File: src/rtl/acl_l2_defines.svh
/*
 * Register addresses, field positions, codes and reset values for the
 * indirect ACL layer-2 match byte bank. Definitions only.
 */
`ifndef ACL_L2_DEFINES_SVH
`define ACL_L2_DEFINES_SVH

// Directly addressed switch registers
`define ADDR_TABLE_PORT_SEL   8'h6e
`define ADDR_BYTE_OFFSET      8'h6f
`define ADDR_BYTE_DATA        8'ha0

// Table-select and port fields of the control register
`define TSEL_MSB              7
`define TSEL_LSB              5
`define TSEL_ACL              3'h2
`define PORT_MSB              3
`define PORT_LSB              0

// Rule byte offsets held here
`define OFS_MAC_HI            8'h05
`define OFS_MAC_MID           8'h06
`define OFS_MAC_LO            8'h07
`define OFS_ETYPE_HI          8'h08

// Reset values
`define RST_RULE_BYTE         8'h00
`define RST_CTRL              8'h00

`endif

File: src/rtl/acl_l2_pkg.sv
/*
 * Types shared by the ACL layer-2 byte bank.
 * Assumes nothing of its surroundings.
 */
package acl_l2_pkg;

    // One port's four layer-2 match bytes
    typedef struct packed {
        logic [7:0] mac_hi;
        logic [7:0] mac_mid;
        logic [7:0] mac_lo;
        logic [7:0] etype_hi;
    } l2_rule_s;

    // One register bus access
    typedef struct packed {
        logic       wr;
        logic       rd;
        logic [7:0] addr;
        logic [7:0] wdata;
    } reg_req_s;

endpackage

File: src/rtl/acl_l2_match_indirect_bytes.sv
/*
 * Indirect access to the per-port ACL layer-2 match bytes: control,
 * offset and data registers on the switch's byte-wide register port.
 * The control register carries a table code in its upper bits and a
 * port number, counted from one, in its lower nibble. The offset
 * register names one byte of that port's rule, and the data register
 * then reads or writes the byte so named.
 * Only the station address bytes and the EtherType upper byte are kept
 * here; every other offset reads zero and drops writes.
 * A registered copy of every stored byte goes to the matching engine.
 * Assumes a synchronous register port: one-cycle wr or rd strobes with
 * address and write data, answered by rdata one cycle later.
 * Assumes the clock enable is low only while the whole switch core is
 * held; an access made in such a cycle is lost, not delayed.
 * Assumes software has a single outstanding read at a time; the read
 * data register holds its value until the next read is taken.
 * A read and a data write in one cycle both act, and the read sees the
 * byte from before the write.
 */
`timescale 1ns/1ps
`include "acl_l2_defines.svh"

// Operation
// RULE1 - Software writes table select bits 7:5 with the ACL code first.
// RULE2 - Software writes port number one to four into control bits 3:0.
// RULE3 - Offset register byte picks the rule byte shown through data register.
// RULE4 - Offset 0x05 holds MAC bits 23:16, read/write, resets to zero.
// RULE5 - Offset 0x06 holds MAC bits 15:8, read/write, resets to zero.
// RULE6 - Offset 0x07 holds MAC bits 7:0, read/write, resets to zero.
// RULE7 - Offset 0x08 holds EtherType upper byte, read/write.
// RULE8 - Software keeps layer 2, 3 and 4 fields in separate entries.
// RULE9 - Data register write stores the byte; data read returns stored byte.
module acl_l2_match_indirect_bytes
    import acl_l2_pkg::*;
#(
    parameter int NUM_PORTS = 4
) (
    // Clock, reset and enable
    input  wire logic       clk_in,
    input  wire logic       reset_n_in,
    input  wire logic       clk_en_in,
    // Register port
    input  wire logic       reg_wr_in,
    input  wire logic       reg_rd_in,
    input  wire logic [7:0] reg_addr_in,
    input  wire logic [7:0] reg_wdata_in,
    output logic      [7:0] reg_rdata_out,
    output logic            reg_rvalid_out,
    // Stored match bytes, to the matching engine
    output logic [NUM_PORTS*32-1:0] rules_out
);

    // Port field is four bits, so at most fifteen ports can be named
    if (NUM_PORTS < 1 || NUM_PORTS > 15) begin : g_bad_ports
        $error("NUM_PORTS must be 1 to 15");
    end

    // Each port owns one 32-bit slice of rules_out, so a rule is four bytes
    if ($bits(l2_rule_s) != 32) begin : g_bad_rule
        $error("l2_rule_s must be 32 bits wide");
    end

    // Access order seen from software: control, then offset, then data.
    // Control and offset stay put, so a run of data accesses to one byte
    // needs the setup only once. Nothing checks that the setup came first:
    // a data access simply uses whatever selection stands at that moment.
    // Selection changes take effect on the very next cycle, so back-to-back
    // setup and data accesses are safe.

    // Request bundle and its decoded strobes
    reg_req_s   req;
    logic       ctrl_wr;
    logic       offset_wr;
    logic       data_wr;
    logic       rd_take;
    // Control and offset registers, read answer
    logic [7:0] ctrl_q;
    logic [7:0] offset_q;
    logic [7:0] data_byte;
    logic [7:0] rdata_d;
    logic [7:0] rdata_q;
    logic       rvalid_q;
    // Decoded selection
    logic [3:0] port_num;
    logic       acl_sel;
    logic       port_ok;
    // Per-port stores and the selected one
    logic [NUM_PORTS-1:0]     port_wr;
    l2_rule_s [NUM_PORTS-1:0] rule;
    l2_rule_s                 cur_rule;
    logic [NUM_PORTS*32-1:0]  rules_q;

    assign req = '{wr: reg_wr_in, rd: reg_rd_in, addr: reg_addr_in, wdata: reg_wdata_in};

    // Register strobes; the enable is folded in so that a frozen cycle
    // can neither write a register nor start a read answer
    assign ctrl_wr   = clk_en_in && req.wr && req.addr == `ADDR_TABLE_PORT_SEL;
    assign offset_wr = clk_en_in && req.wr && req.addr == `ADDR_BYTE_OFFSET;
    assign rd_take   = clk_en_in && req.rd;
    // Data strobe left unqualified: each port store gates it with the enable
    assign data_wr   = req.wr && req.addr == `ADDR_BYTE_DATA;

    // RULE1 table select decode
    assign acl_sel  = ctrl_q[`TSEL_MSB:`TSEL_LSB] == `TSEL_ACL;
    // RULE2 port select, numbered from one; zero and numbers past the
    // last port select nothing, so a stray number cannot alias a port
    assign port_num = ctrl_q[`PORT_MSB:`PORT_LSB];
    assign port_ok  = port_num != 4'h0 && 32'(port_num) <= NUM_PORTS;

    // Control register: table select and port; kept whole so that
    // software reads back exactly what it wrote
    always_ff @(posedge clk_in or negedge reset_n_in) begin
        if (!reset_n_in) begin
            ctrl_q <= `RST_CTRL;
        end else if (ctrl_wr) begin
            ctrl_q <= req.wdata;
        end
    end

    // RULE3 offset register keeps all eight bits, even for offsets
    // that select no byte here, so a read-back shows the true value
    always_ff @(posedge clk_in or negedge reset_n_in) begin
        if (!reset_n_in) begin
            offset_q <= `RST_CTRL;
        end else if (offset_wr) begin
            offset_q <= req.wdata;
        end
    end

    // RULE9 data write lands in the selected port only; under a refused
    // table or port it reaches no store and is dropped
    always_comb begin
        for (int i = 0; i < NUM_PORTS; i++) begin
            port_wr[i] = data_wr && acl_sel && port_ok && 32'(port_num) == i + 1;
        end
    end

    // One rule store per port; control port number p+1 reaches slice p
    for (genvar p = 0; p < NUM_PORTS; p++) begin : g_port
        acl_l2_port_rule u_rule (
            .clk_in     (clk_in),
            .reset_n_in (reset_n_in),
            .clk_en_in  (clk_en_in),
            .wr_in      (port_wr[p]),
            .offset_in  (offset_q),
            .wdata_in   (req.wdata),
            .rule_out   (rule[p])
        );
    end

    // Selected port's bytes; an invalid port reads as zero rather than
    // as some other port's rule
    always_comb begin
        cur_rule = '0;
        for (int i = 0; i < NUM_PORTS; i++) begin
            if (port_ok && 32'(port_num) == i + 1) begin
                cur_rule = rule[i];
            end
        end
    end

    // RULE3 rule byte named by the offset register; offsets kept
    // elsewhere and a foreign table read zero
    always_comb begin
        data_byte = 8'h00;
        if (acl_sel) begin
            unique case (offset_q)
                `OFS_MAC_HI:   data_byte = cur_rule.mac_hi;
                `OFS_MAC_MID:  data_byte = cur_rule.mac_mid;
                `OFS_MAC_LO:   data_byte = cur_rule.mac_lo;
                `OFS_ETYPE_HI: data_byte = cur_rule.etype_hi;
                default:       data_byte = 8'h00;
            endcase
        end
    end

    // RULE9 read mux; unknown addresses read zero. A read in the same
    // cycle as a data write returns the byte from before that write
    always_comb begin
        rdata_d = 8'h00;
        unique case (req.addr)
            `ADDR_TABLE_PORT_SEL: rdata_d = ctrl_q;
            `ADDR_BYTE_OFFSET:    rdata_d = offset_q;
            `ADDR_BYTE_DATA:      rdata_d = data_byte;
            default:              rdata_d = 8'h00;
        endcase
    end

    // Read answer strobe: high for one cycle after each taken read
    always_ff @(posedge clk_in or negedge reset_n_in) begin
        if (!reset_n_in) begin
            rvalid_q <= 1'b0;
        end else if (clk_en_in) begin
            rvalid_q <= rd_take;
        end
    end

    // Read data: captured on a taken read and held until the next one,
    // so slow software may fetch it late
    always_ff @(posedge clk_in or negedge reset_n_in) begin
        if (!reset_n_in) begin
            rdata_q <= 8'h00;
        end else if (rd_take) begin
            rdata_q <= rdata_d;
        end
    end

    // Rule bytes registered toward the matcher so outputs come from flops;
    // costs a flop per stored bit and one cycle of lag after a write
    always_ff @(posedge clk_in or negedge reset_n_in) begin
        if (!reset_n_in) begin
            rules_q <= '0;
        end else if (clk_en_in) begin
            rules_q <= rule;
        end
    end

    // Outputs straight from their flops
    assign reg_rdata_out  = rdata_q;
    assign reg_rvalid_out = rvalid_q;
    assign rules_out      = rules_q;

endmodule // acl_l2_match_indirect_bytes

File: src/rtl/acl_l2_port_rule.sv
/*
 * Layer-2 match bytes of one port's ACL rule.
 * Assumes the parent decodes table and port into one-cycle strobes; the offset is decoded here.
 */
`timescale 1ns/1ps
`include "acl_l2_defines.svh"

module acl_l2_port_rule
    import acl_l2_pkg::*;
(
    // Clock, reset and enable
    input  wire logic       clk_in,
    input  wire logic       reset_n_in,
    input  wire logic       clk_en_in,
    // Byte write
    input  wire logic       wr_in,
    input  wire logic [7:0] offset_in,
    input  wire logic [7:0] wdata_in,
    // Stored bytes
    output l2_rule_s        rule_out
);

    // One flop byte per field, each written by its own process
    logic [7:0] mac_hi_q;
    logic [7:0] mac_mid_q;
    logic [7:0] mac_lo_q;
    logic [7:0] etype_hi_q;

    // RULE4 MAC bits 23:16
    always_ff @(posedge clk_in or negedge reset_n_in) begin
        if (!reset_n_in) begin
            mac_hi_q <= `RST_RULE_BYTE;
        end else if (clk_en_in && wr_in && offset_in == `OFS_MAC_HI) begin
            mac_hi_q <= wdata_in;
        end
    end

    // RULE5 MAC bits 15:8
    always_ff @(posedge clk_in or negedge reset_n_in) begin
        if (!reset_n_in) begin
            mac_mid_q <= `RST_RULE_BYTE;
        end else if (clk_en_in && wr_in && offset_in == `OFS_MAC_MID) begin
            mac_mid_q <= wdata_in;
        end
    end

    // RULE6 MAC bits 7:0
    always_ff @(posedge clk_in or negedge reset_n_in) begin
        if (!reset_n_in) begin
            mac_lo_q <= `RST_RULE_BYTE;
        end else if (clk_en_in && wr_in && offset_in == `OFS_MAC_LO) begin
            mac_lo_q <= wdata_in;
        end
    end

    // RULE7 EtherType high byte
    always_ff @(posedge clk_in or negedge reset_n_in) begin
        if (!reset_n_in) begin
            etype_hi_q <= `RST_RULE_BYTE;
        end else if (clk_en_in && wr_in && offset_in == `OFS_ETYPE_HI) begin
            etype_hi_q <= wdata_in;
        end
    end

    assign rule_out = '{mac_hi: mac_hi_q, mac_mid: mac_mid_q,
                        mac_lo: mac_lo_q, etype_hi: etype_hi_q};

endmodule // acl_l2_port_rule

File: config.mk
export PLATFORM = sky130hd
export DESIGN_NAME = acl_l2_match_indirect_bytes
export DESIGN_NICKNAME = d
export VERILOG_FILES = /design/src/rtl/acl_l2_pkg.sv /design/src/rtl/acl_l2_match_indirect_bytes.sv /design/src/rtl/acl_l2_port_rule.sv
export VERILOG_INCLUDE_DIRS = /design/src /design/src/rtl
export SDC_FILE = /design/constraint.sdc
export NUM_CORES = 1
export LEC_CHECK = 0
export ABC_AREA = 1
export BUFFER_PORTS_ARGS = -buffer_cell sky130_fd_sc_hd__buf_4
export CORE_MARGIN = 5
export CORE_UTILIZATION = 52
export DETAILED_ROUTE_END_ITERATION = 10
export PLACE_DENSITY = 0.76
export REMOVE_ABC_BUFFERS = 1
export SLEW_MARGIN = 20
export SYNTH_ARGS = -nofsm -noshare
export SYNTH_HDL_FRONTEND = slang
export SYNTH_SLANG_ARGS = --single-unit
File: constraint.sdc
create_clock -name clk_in -period 1.8 [get_ports clk_in]
set_input_delay 0.18 -clock clk_in [delete_from_list [all_inputs] [get_ports clk_in]]
set_output_delay 0.18 -clock clk_in [all_outputs]
set_load 0.005 [all_outputs]
==> reports/metrics.csv, run 1 <==
stage;metric;value;unit
clocking;Worst-Skew Late Latency;0.56;ns
layout;share of layout cells above drive strength 1;0.369;
worst_setup_path;Crit path depth;10;
worst_setup_path;worst reg2reg setup slack;-0.14;ns
layout;nets;1584;
hold_path;hold crit path type;in -> reg;
place;Port Buf Inserts;157;
synthesis;Synth area leaders;dfrtp_1 (57%), nand2_1 (9.2%), mux2_2 (7.5%), o21ai_0 (5.3%), nand3_1 (4.4%);
sta;final critical-path required period;1.94;ns
place;gpl congestion;1.00;
synthesis;Seq/Total Area, Yosys;0.568;
worst_setup_path;startpoint types;flip-flop;
floorplanning;Die Ht;164;microns
global_routing;first-pass GRT wire length;55700;microns
routing;WL per Instance;20.2;microns
sta;fin worst setup slack;-0.145;ns
worst_setup_path;slowest stage cell, crit path;dfrtp_2;
worst_setup_path;CP endpoint kind;flip-flop;
routing;post-route ant nets;0;
sta;Final TNS setup;-5.19;ns
clocking;H-tree levels;1;
power;PnR Total Power;13.4;mW
power;Max IR drop VDD;664;uV
worst_setup_path;worst reg2reg path depth;10;
power;power share of the combinational group;0.072;
synthesis;#FFs+latches synth;281;
sta;slew of the pin with the lowest slew margin;0.701;ns
routing;Vias/cell;5.75;
layout;ant diodes;0;
power;leakage;7.90;nW
synthesis;Synth area leader;dfrtp_1;
synthesis;Synth warnings;0;
sta;final hold violation count;0;
power;P_sw;3.10;mW
synthesis;share of the synthesized area in the top cell type;0.568;
synthesis;Post-Syn Area per Cell;9.36;sq um
layout;FF+latch area;0.00703;sq mm
worst_setup_path;worst setup path startpoint;ctrl_q[1];
synthesis;Post-Syn Area;0.0124;sq mm
sta;RSZ-0062 raised after global routing;true;
worst_setup_path;critical path endpoint;g_port[0].u_rule.mac_hi_q[7];
worst_setup_path;Worst Path Arrival;2.35;ns
global_routing;grt ovf;0;
clocking;clock transition at the registers of the reported paths;0.06;ns
status;status;finished, violations left;
place;hpwl dp;23500;microns
routing;via count;10900;
worst_setup_path;Top Family by Delay on Critical Path;simple AND/OR/NAND/NOR gates;
power;Clk pwr share;0.445;
worst_setup_path;data required time of the critical path;2.20;ns
floorplanning;core box area;0.0235;sq mm
power;Pint;10.3;mW
worst_setup_path;reg-to-reg endpoint;g_port[0].u_rule.mac_hi_q[7];
global_routing;initial antenna violation count;0;
place;placed insts;1800;
worst_setup_path;worst flop-to-flop path startpoint;ctrl_q[1];
sta;final setup fails;88;
clocking;clk sinks;281;
global_routing;largest net degree at the start of global routing;80;
flow_run;Max Cap Violations;0;
layout;Fillers;1597;
sta;final period utilization;1.08;
routing;DR pass1 iterations;6;
floorplanning;die span in x;164;microns
worst_setup_path;buffer and inverter count on the worst path;3;
layout;commonest cells after routing, fill and taps aside;dfrtp_1 (279), nand2_1 (233), buf_4 (213);
floorplanning;die footprint;0.0270;sq mm
sta;hold_ws;0.110;ns
worst_setup_path;crit-path max cell delay;0.48;ns
sta;skew final;0.0262;ns
synthesis;Syn Inst Count;1323;
routing;drt total wl;38400;microns
power;switching portion of total power;0.232;
sta;worst rel slew slack;0.533;
sta;FMAX;0.514;GHz
power;Pwr Density;805;mW/mm^2
routing;DRC viols;0;
layout;Syn-to-layout area delta;34.3;%
global_routing;number of global-route vias before repair;10100;
clocking;TritonCTS buffer count;28;
worst_setup_path;kind of critical path;reg -> reg;
sta;Pins Over Slew Limit;0;
clocking;worst-case clock buffer depth;3;
routing;Initial DRC Count;1283;
power;Seq pwr share;0.482;
floorplanning;num rows;56;
layout;Multi-input gate area;0.00536;sq mm
layout;Post-Layout Cell Count;1900;
layout;most common cell after layout, fill and taps aside;dfrtp_1;
clocking;Clock Tree Root;clkbuf_16;
clocking;CTS tree;built;
global_routing;GRT Total Usage;0.262;
floorplanning;Initial Util;0.528;
worst_setup_path;CP Max Fanout;8;
synthesis;Synth cell types;38;
worst_setup_path;crit-path cells;inv_4 -> nand2_4 -> a21oi_2 -> nand3_2 -> nor2_4 -> buf_6 -> clkbuf_16 -> nand3_4 -> nand2_1 -> o21ai_1;
status;failing checks;negative setup slack;
floorplanning;Ports;158;
==> layer usage <==
layer  track usage  vias up  share of wire
li1              -     4847              -
met1         0.376     5264           0.40
met2         0.411      670           0.47
met3        0.0366      142          0.092
met4        0.0919        0          0.042
met5             0        -              0
==> metrics by stage <==
stage                     cell area [sq um]   util  setup slack [ns]
after floorplan                       12000      -            -0.821
after global placement                14300  0.611           -0.0680
after detailed placement              14300  0.611            -0.127
after CTS                             15600  0.665           -0.0274
after global routing                  16600  0.709            -0.214
final                                 16600  0.709            -0.145
==> how the worst min path moves through the flow <==
stage | cells past startpoint | slack (ns) | from | endpoint
floorplan | 0 | -0.12 | reset_n_in | ctrl_q[0]
global placement | 1 | 0.14 | reset_n_in | rules_out[54]
detailed placement | 1 | 0.14 | reset_n_in | rules_out[22]
CTS | 6 | 0.1 | reg_addr_in[0] | reg_rdata_out[1]
global route | 4 | 0.15 | reg_wdata_in[4] | g_port[2].u_rule.mac_mid_q[4]
finish | 6 | 0.11 | reg_addr_in[0] | reg_rdata_out[1]
==> cell families after synthesis <==
family / Yosys count / share of synthesized area
AOI/OAI and AO/OA: 217 / 0.0901
buffers and inverters: 165 / 0.0575
DFF: 281 / 0.568
muxes: 83 / 0.0755
and+or+nand+nor: 577 / 0.209
==> layout make-up <==
type | count | area share
Sequential cell | 281 | 0.423
Multi-Input combinational cell | 889 | 0.322
Timing Repair Buffer | 271 | 0.153
Clock buffer | 36 | 0.0475
Tap cell | 319 | 0.0240
Inverter | 92 | 0.0214
Clock inverter | 12 | 0.00917
==> cells in the mapped netlist, drive strengths merged <==
cell    instances
nor2          136
or2             2
buf            28
a31oi           1
a21oi          47
inv            92
o22ai           3
o21ai         162
o21a            4
nand2         304
dfrtp         281
nor3            5
nor4            2
nand4           6
clkbuf         45
nand3b          1
mux2           83
nand3         121
==> registers in the layout, indices dropped and copies added (netlist names) <==
name,count
ctrl_q,8
g_port.u_rule.mac_lo_q,32
reg_rvalid_out,1
g_port.u_rule.mac_hi_q,32
rules_out,128
g_port.u_rule.mac_mid_q,32
g_port.u_rule.etype_hi_q,32
reg_rdata_out,8
offset_q,8
==> worst register-to-register path: cells and delay by family, from the launching register on <==
kind | cells | cell delay, ns
DFF | 1 | 0.48
and+or+nand+nor | 5 | 0.66
buffers and inverters | 3 | 0.43
AOI/OAI and AO/OA | 2 | 0.22
==> power by group through the flow <==
stage                     combinational (mW)  clock, mW  sequential (mW)
after floorplan                        0.266          0             6.57
after global placement                 0.829          0             6.57
after detailed placement               0.842          0             6.57
after CTS                              0.875       6.02             6.46
after global routing                    1.04       6.32             6.46
final                                  0.966       5.96             6.46
==> repair_timing <==
action / 4_1_cts / 5_1_grt
setup buffers: 5 / 17
hold endpoints to repair: 221 / 0
endpoints found under the setup margin: 93 / 136
pin swaps: 9 / 84
hold buffers: 5 / 0
resized for setup: 35 / 269
gates cloned: 9 / 17
Note: power is estimated with default switching activity, not from simulation.
==> run 2: changes to the inputs <==
CORE_UTILIZATION = 54   (was 52)
CTS_BUF_LIST = sky130_fd_sc_hd__clkbuf_4 sky130_fd_sc_hd__clkbuf_8   (was default)
PLACE_DENSITY = 0.78   (was 0.76)
==> run 2 against run 1 <==
  * Clock-buffer cell count is 33 higher
  * Die area is 3.5% lower
  * Clock power is 1% lower
  * Sequential power hardly changed
  * Via count is 0.16% lower
  * Sequential share of layout area is 0.69 points higher
  * The run still ends with negative setup slack left
  * Core utilization is 1.4 points higher
  * First-iteration DRC count is 13% higher
==> reports/metrics.csv, run 2 (synthesized netlist as in run 1, its figures left out) <==
stage;metric;value;unit;change
status;status;finished, violations left;;
status;failing checks;negative setup slack;;
power;leakage;7.87;nW;-0.39%
sta;slew of the pin with the lowest slew margin;0.592;ns;-0.109 ns
power;Pwr Density;816;mW/mm^2;+1.4%
layout;Syn-to-layout area delta;32.2;%;
global_routing;GRT Total Usage;0.284;;+0.0219
clocking;clk sinks;281;;unchanged
sta;final setup fails;105;;+19%
floorplanning;die span in x;161;microns;-1.8%
worst_setup_path;CP endpoint kind;flip-flop;;
routing;DRC viols;0;;unchanged
layout;ant diodes;0;;unchanged
floorplanning;Initial Util;0.547;;+0.0194
sta;Pins Over Slew Limit;0;;unchanged
worst_setup_path;kind of critical path;reg -> reg;;
routing;DR pass1 iterations;6;;unchanged
place;Port Buf Inserts;157;;unchanged
place;pre-CTS WS;-0.137;ns;-0.0102 ns
worst_setup_path;CP Max Fanout;8;;unchanged
floorplanning;num rows;55;;-1.8%
routing;drt total wl;38300;microns;-0.30%
global_routing;grt ovf;0;;unchanged
layout;Post-Layout Cell Count;1898;;-0.11%
clocking;H-tree levels;2;;+1
floorplanning;die footprint;0.0261;sq mm;-3.5%
flow_run;Max Cap Violations;0;;unchanged
clocking;worst-case clock buffer depth;3;;unchanged
place;placed insts;1766;;-1.9%
hold_path;hold crit path type;in -> reg;;
routing;Vias/cell;5.75;;about the same
worst_setup_path;startpoint types;flip-flop;;
sta;final critical-path required period;1.94;ns;-0.00459 ns
routing;via count;10900;;-0.16%
floorplanning;Die Ht;161;microns;-1.8%
routing;Initial DRC Count;1449;;+13%
power;Max IR drop VDD;534;uV;-20%
layout;max reg flops;128;;unchanged
sta;fin worst setup slack;-0.140;ns;+0.00459 ns
clocking;clock transition at the registers of the reported paths;0.07;ns;about the same
worst_setup_path;data required time of the critical path;2.23;ns;+0.03 ns
global_routing;number of global-route vias before repair;10600;;+5.0%
layout;nets;1603;;+1.2%
layout;commonest cells after routing, fill and taps aside;nand2_1 (283), dfrtp_1 (279), buf_4 (218);;
layout;share of layout cells above drive strength 1;0.334;;-0.0358
sta;final hold violation count;0;;unchanged
clocking;CTS tree;built;;
global_routing;largest net degree at the start of global routing;69;;-14%
layout;Fillers;1553;;-2.8%
sta;hold_ws;0.139;ns;+0.0294 ns
worst_setup_path;worst reg2reg path depth;12;;+2
sta;final period utilization;1.08;;-0.00255
sta;RSZ-0062 raised after global routing;true;;
worst_setup_path;Worst Path Arrival;2.37;ns;+0.02 ns
routing;WL per Instance;20.2;microns;-0.20%
global_routing;initial antenna violation count;1;;+1
sta;skew final;0.0242;ns;-0.00209 ns
sta;worst rel slew slack;0.602;;+0.0690
clocking;Worst-Skew Late Latency;0.57;ns;about the same
place;gpl congestion;0.908;;-9.5%
clocking;TritonCTS buffer count;45;;+61%
floorplanning;Ports;158;;unchanged
clocking;Clock Tree Root;clkbuf_8;;
floorplanning;core box area;0.0226;sq mm;-3.5%
layout;most common cell after layout, fill and taps aside;nand2_1;;
hold_path;hold path depth;4;;-2
sta;FMAX;0.515;GHz;+0.24%
routing;post-route ant nets;0;;unchanged
place;hpwl dp;24100;microns;+2.8%
global_routing;first-pass GRT wire length;58900;microns;+5.6%
run 2: cell types whose count changed in the layout (fill, tap and decap cells not counted), moves of 14 or more:
cell | before | now
clkbuf_8 | 6 | 57
nand2_1 | 233 | 283
nand2_2 | 65 | 20
o21ai_0 | 33 | 73
clkbuf_16 | 35 | 2
o21ai_1 | 104 | 77
nor2_1 | 103 | 117
run 2: critical path, stage by stage (launching register included):
cell and delay, ns:
dfrtp_2 0.42, inv_2 0.06, nand2_2 0.08, inv_2 0.05, buf_6 0.11, a21oi_4 0.12
nand3_2 0.14, nor2_4 0.19, buf_12 0.14, buf_16 0.14, nand3_4 0.14, nand2_1 0.11
o21ai_0 0.11
run 2: layout make-up:
type,instances,area [sq um],area share
multi-input cells,890,5120,0.313
repair buffers,272,2510,0.153
clock inverters,9,98.8,0.00604
well taps,285,357,0.0218
inverters,92,370,0.0226
clock buffers,69,875,0.0534
flip-flops and latches,281,7030,0.430
run 2: final timing paths:
check,start,end,slack (ns)
min reg2reg,reg_rdata_out[4],reg_rdata_out[4],0.48
max reg2reg,ctrl_q[3],g_port[0].u_rule.etype_hi_q[4],-0.14
min,reg_wdata_in[4],g_port[2].u_rule.etype_hi_q[4],0.14
max in group asynchronous,reset_n_in,rules_out[16],0.93
min in group asynchronous,reset_n_in,rules_out[42],0.18
max,ctrl_q[3],g_port[0].u_rule.etype_hi_q[4],-0.14
run 2: power breakdown:
part	switching, mW	internal, mW	total, mW
logic	0.592	0.398	0.990
registers	0.0542	6.40	6.46
clock network	2.52	3.38	5.90
run 2: timing repair:
item | 4_1_cts | 5_1_grt
endpoints found under the hold margin | 100 | 0
resized for setup | 84 | 103
endpoints found under the setup margin | 134 | 136
hold buffers | 5 | 0
setup buffers | 12 | 20
cloned | 15 | 5
pin swaps | 14 | 45
run 2: metrics by stage:
| step | instance area [sq um] | util | setup TNS [ns] | power [mW] |
|---|---|---|---|---|
| after floorplan | 12000 | - | -70.36 | 6.84 |
| after global placement | 14400 | 0.634 | -0.603 | 7.44 |
| after detailed placement | 14400 | 0.634 | -8.55 | 7.45 |
| after CTS | 15900 | 0.703 | -1.87 | 13.3 |
| after global routing | 16400 | 0.723 | -12.88 | 13.8 |
| final | 16400 | 0.723 | -5.76 | 13.4 |
run 2: metal layers:
| layer | up-vias | global-route usage | share of wire |
|---|---|---|---|
| li1 | 4894 | - | - |
| met1 | 5208 | 0.397 | 0.39 |
| met2 | 680 | 0.443 | 0.47 |
| met3 | 123 | 0.0577 | 0.10 |
| met4 | 0 | 0.107 | 0.038 |
| met5 | - | 0 | 0 |
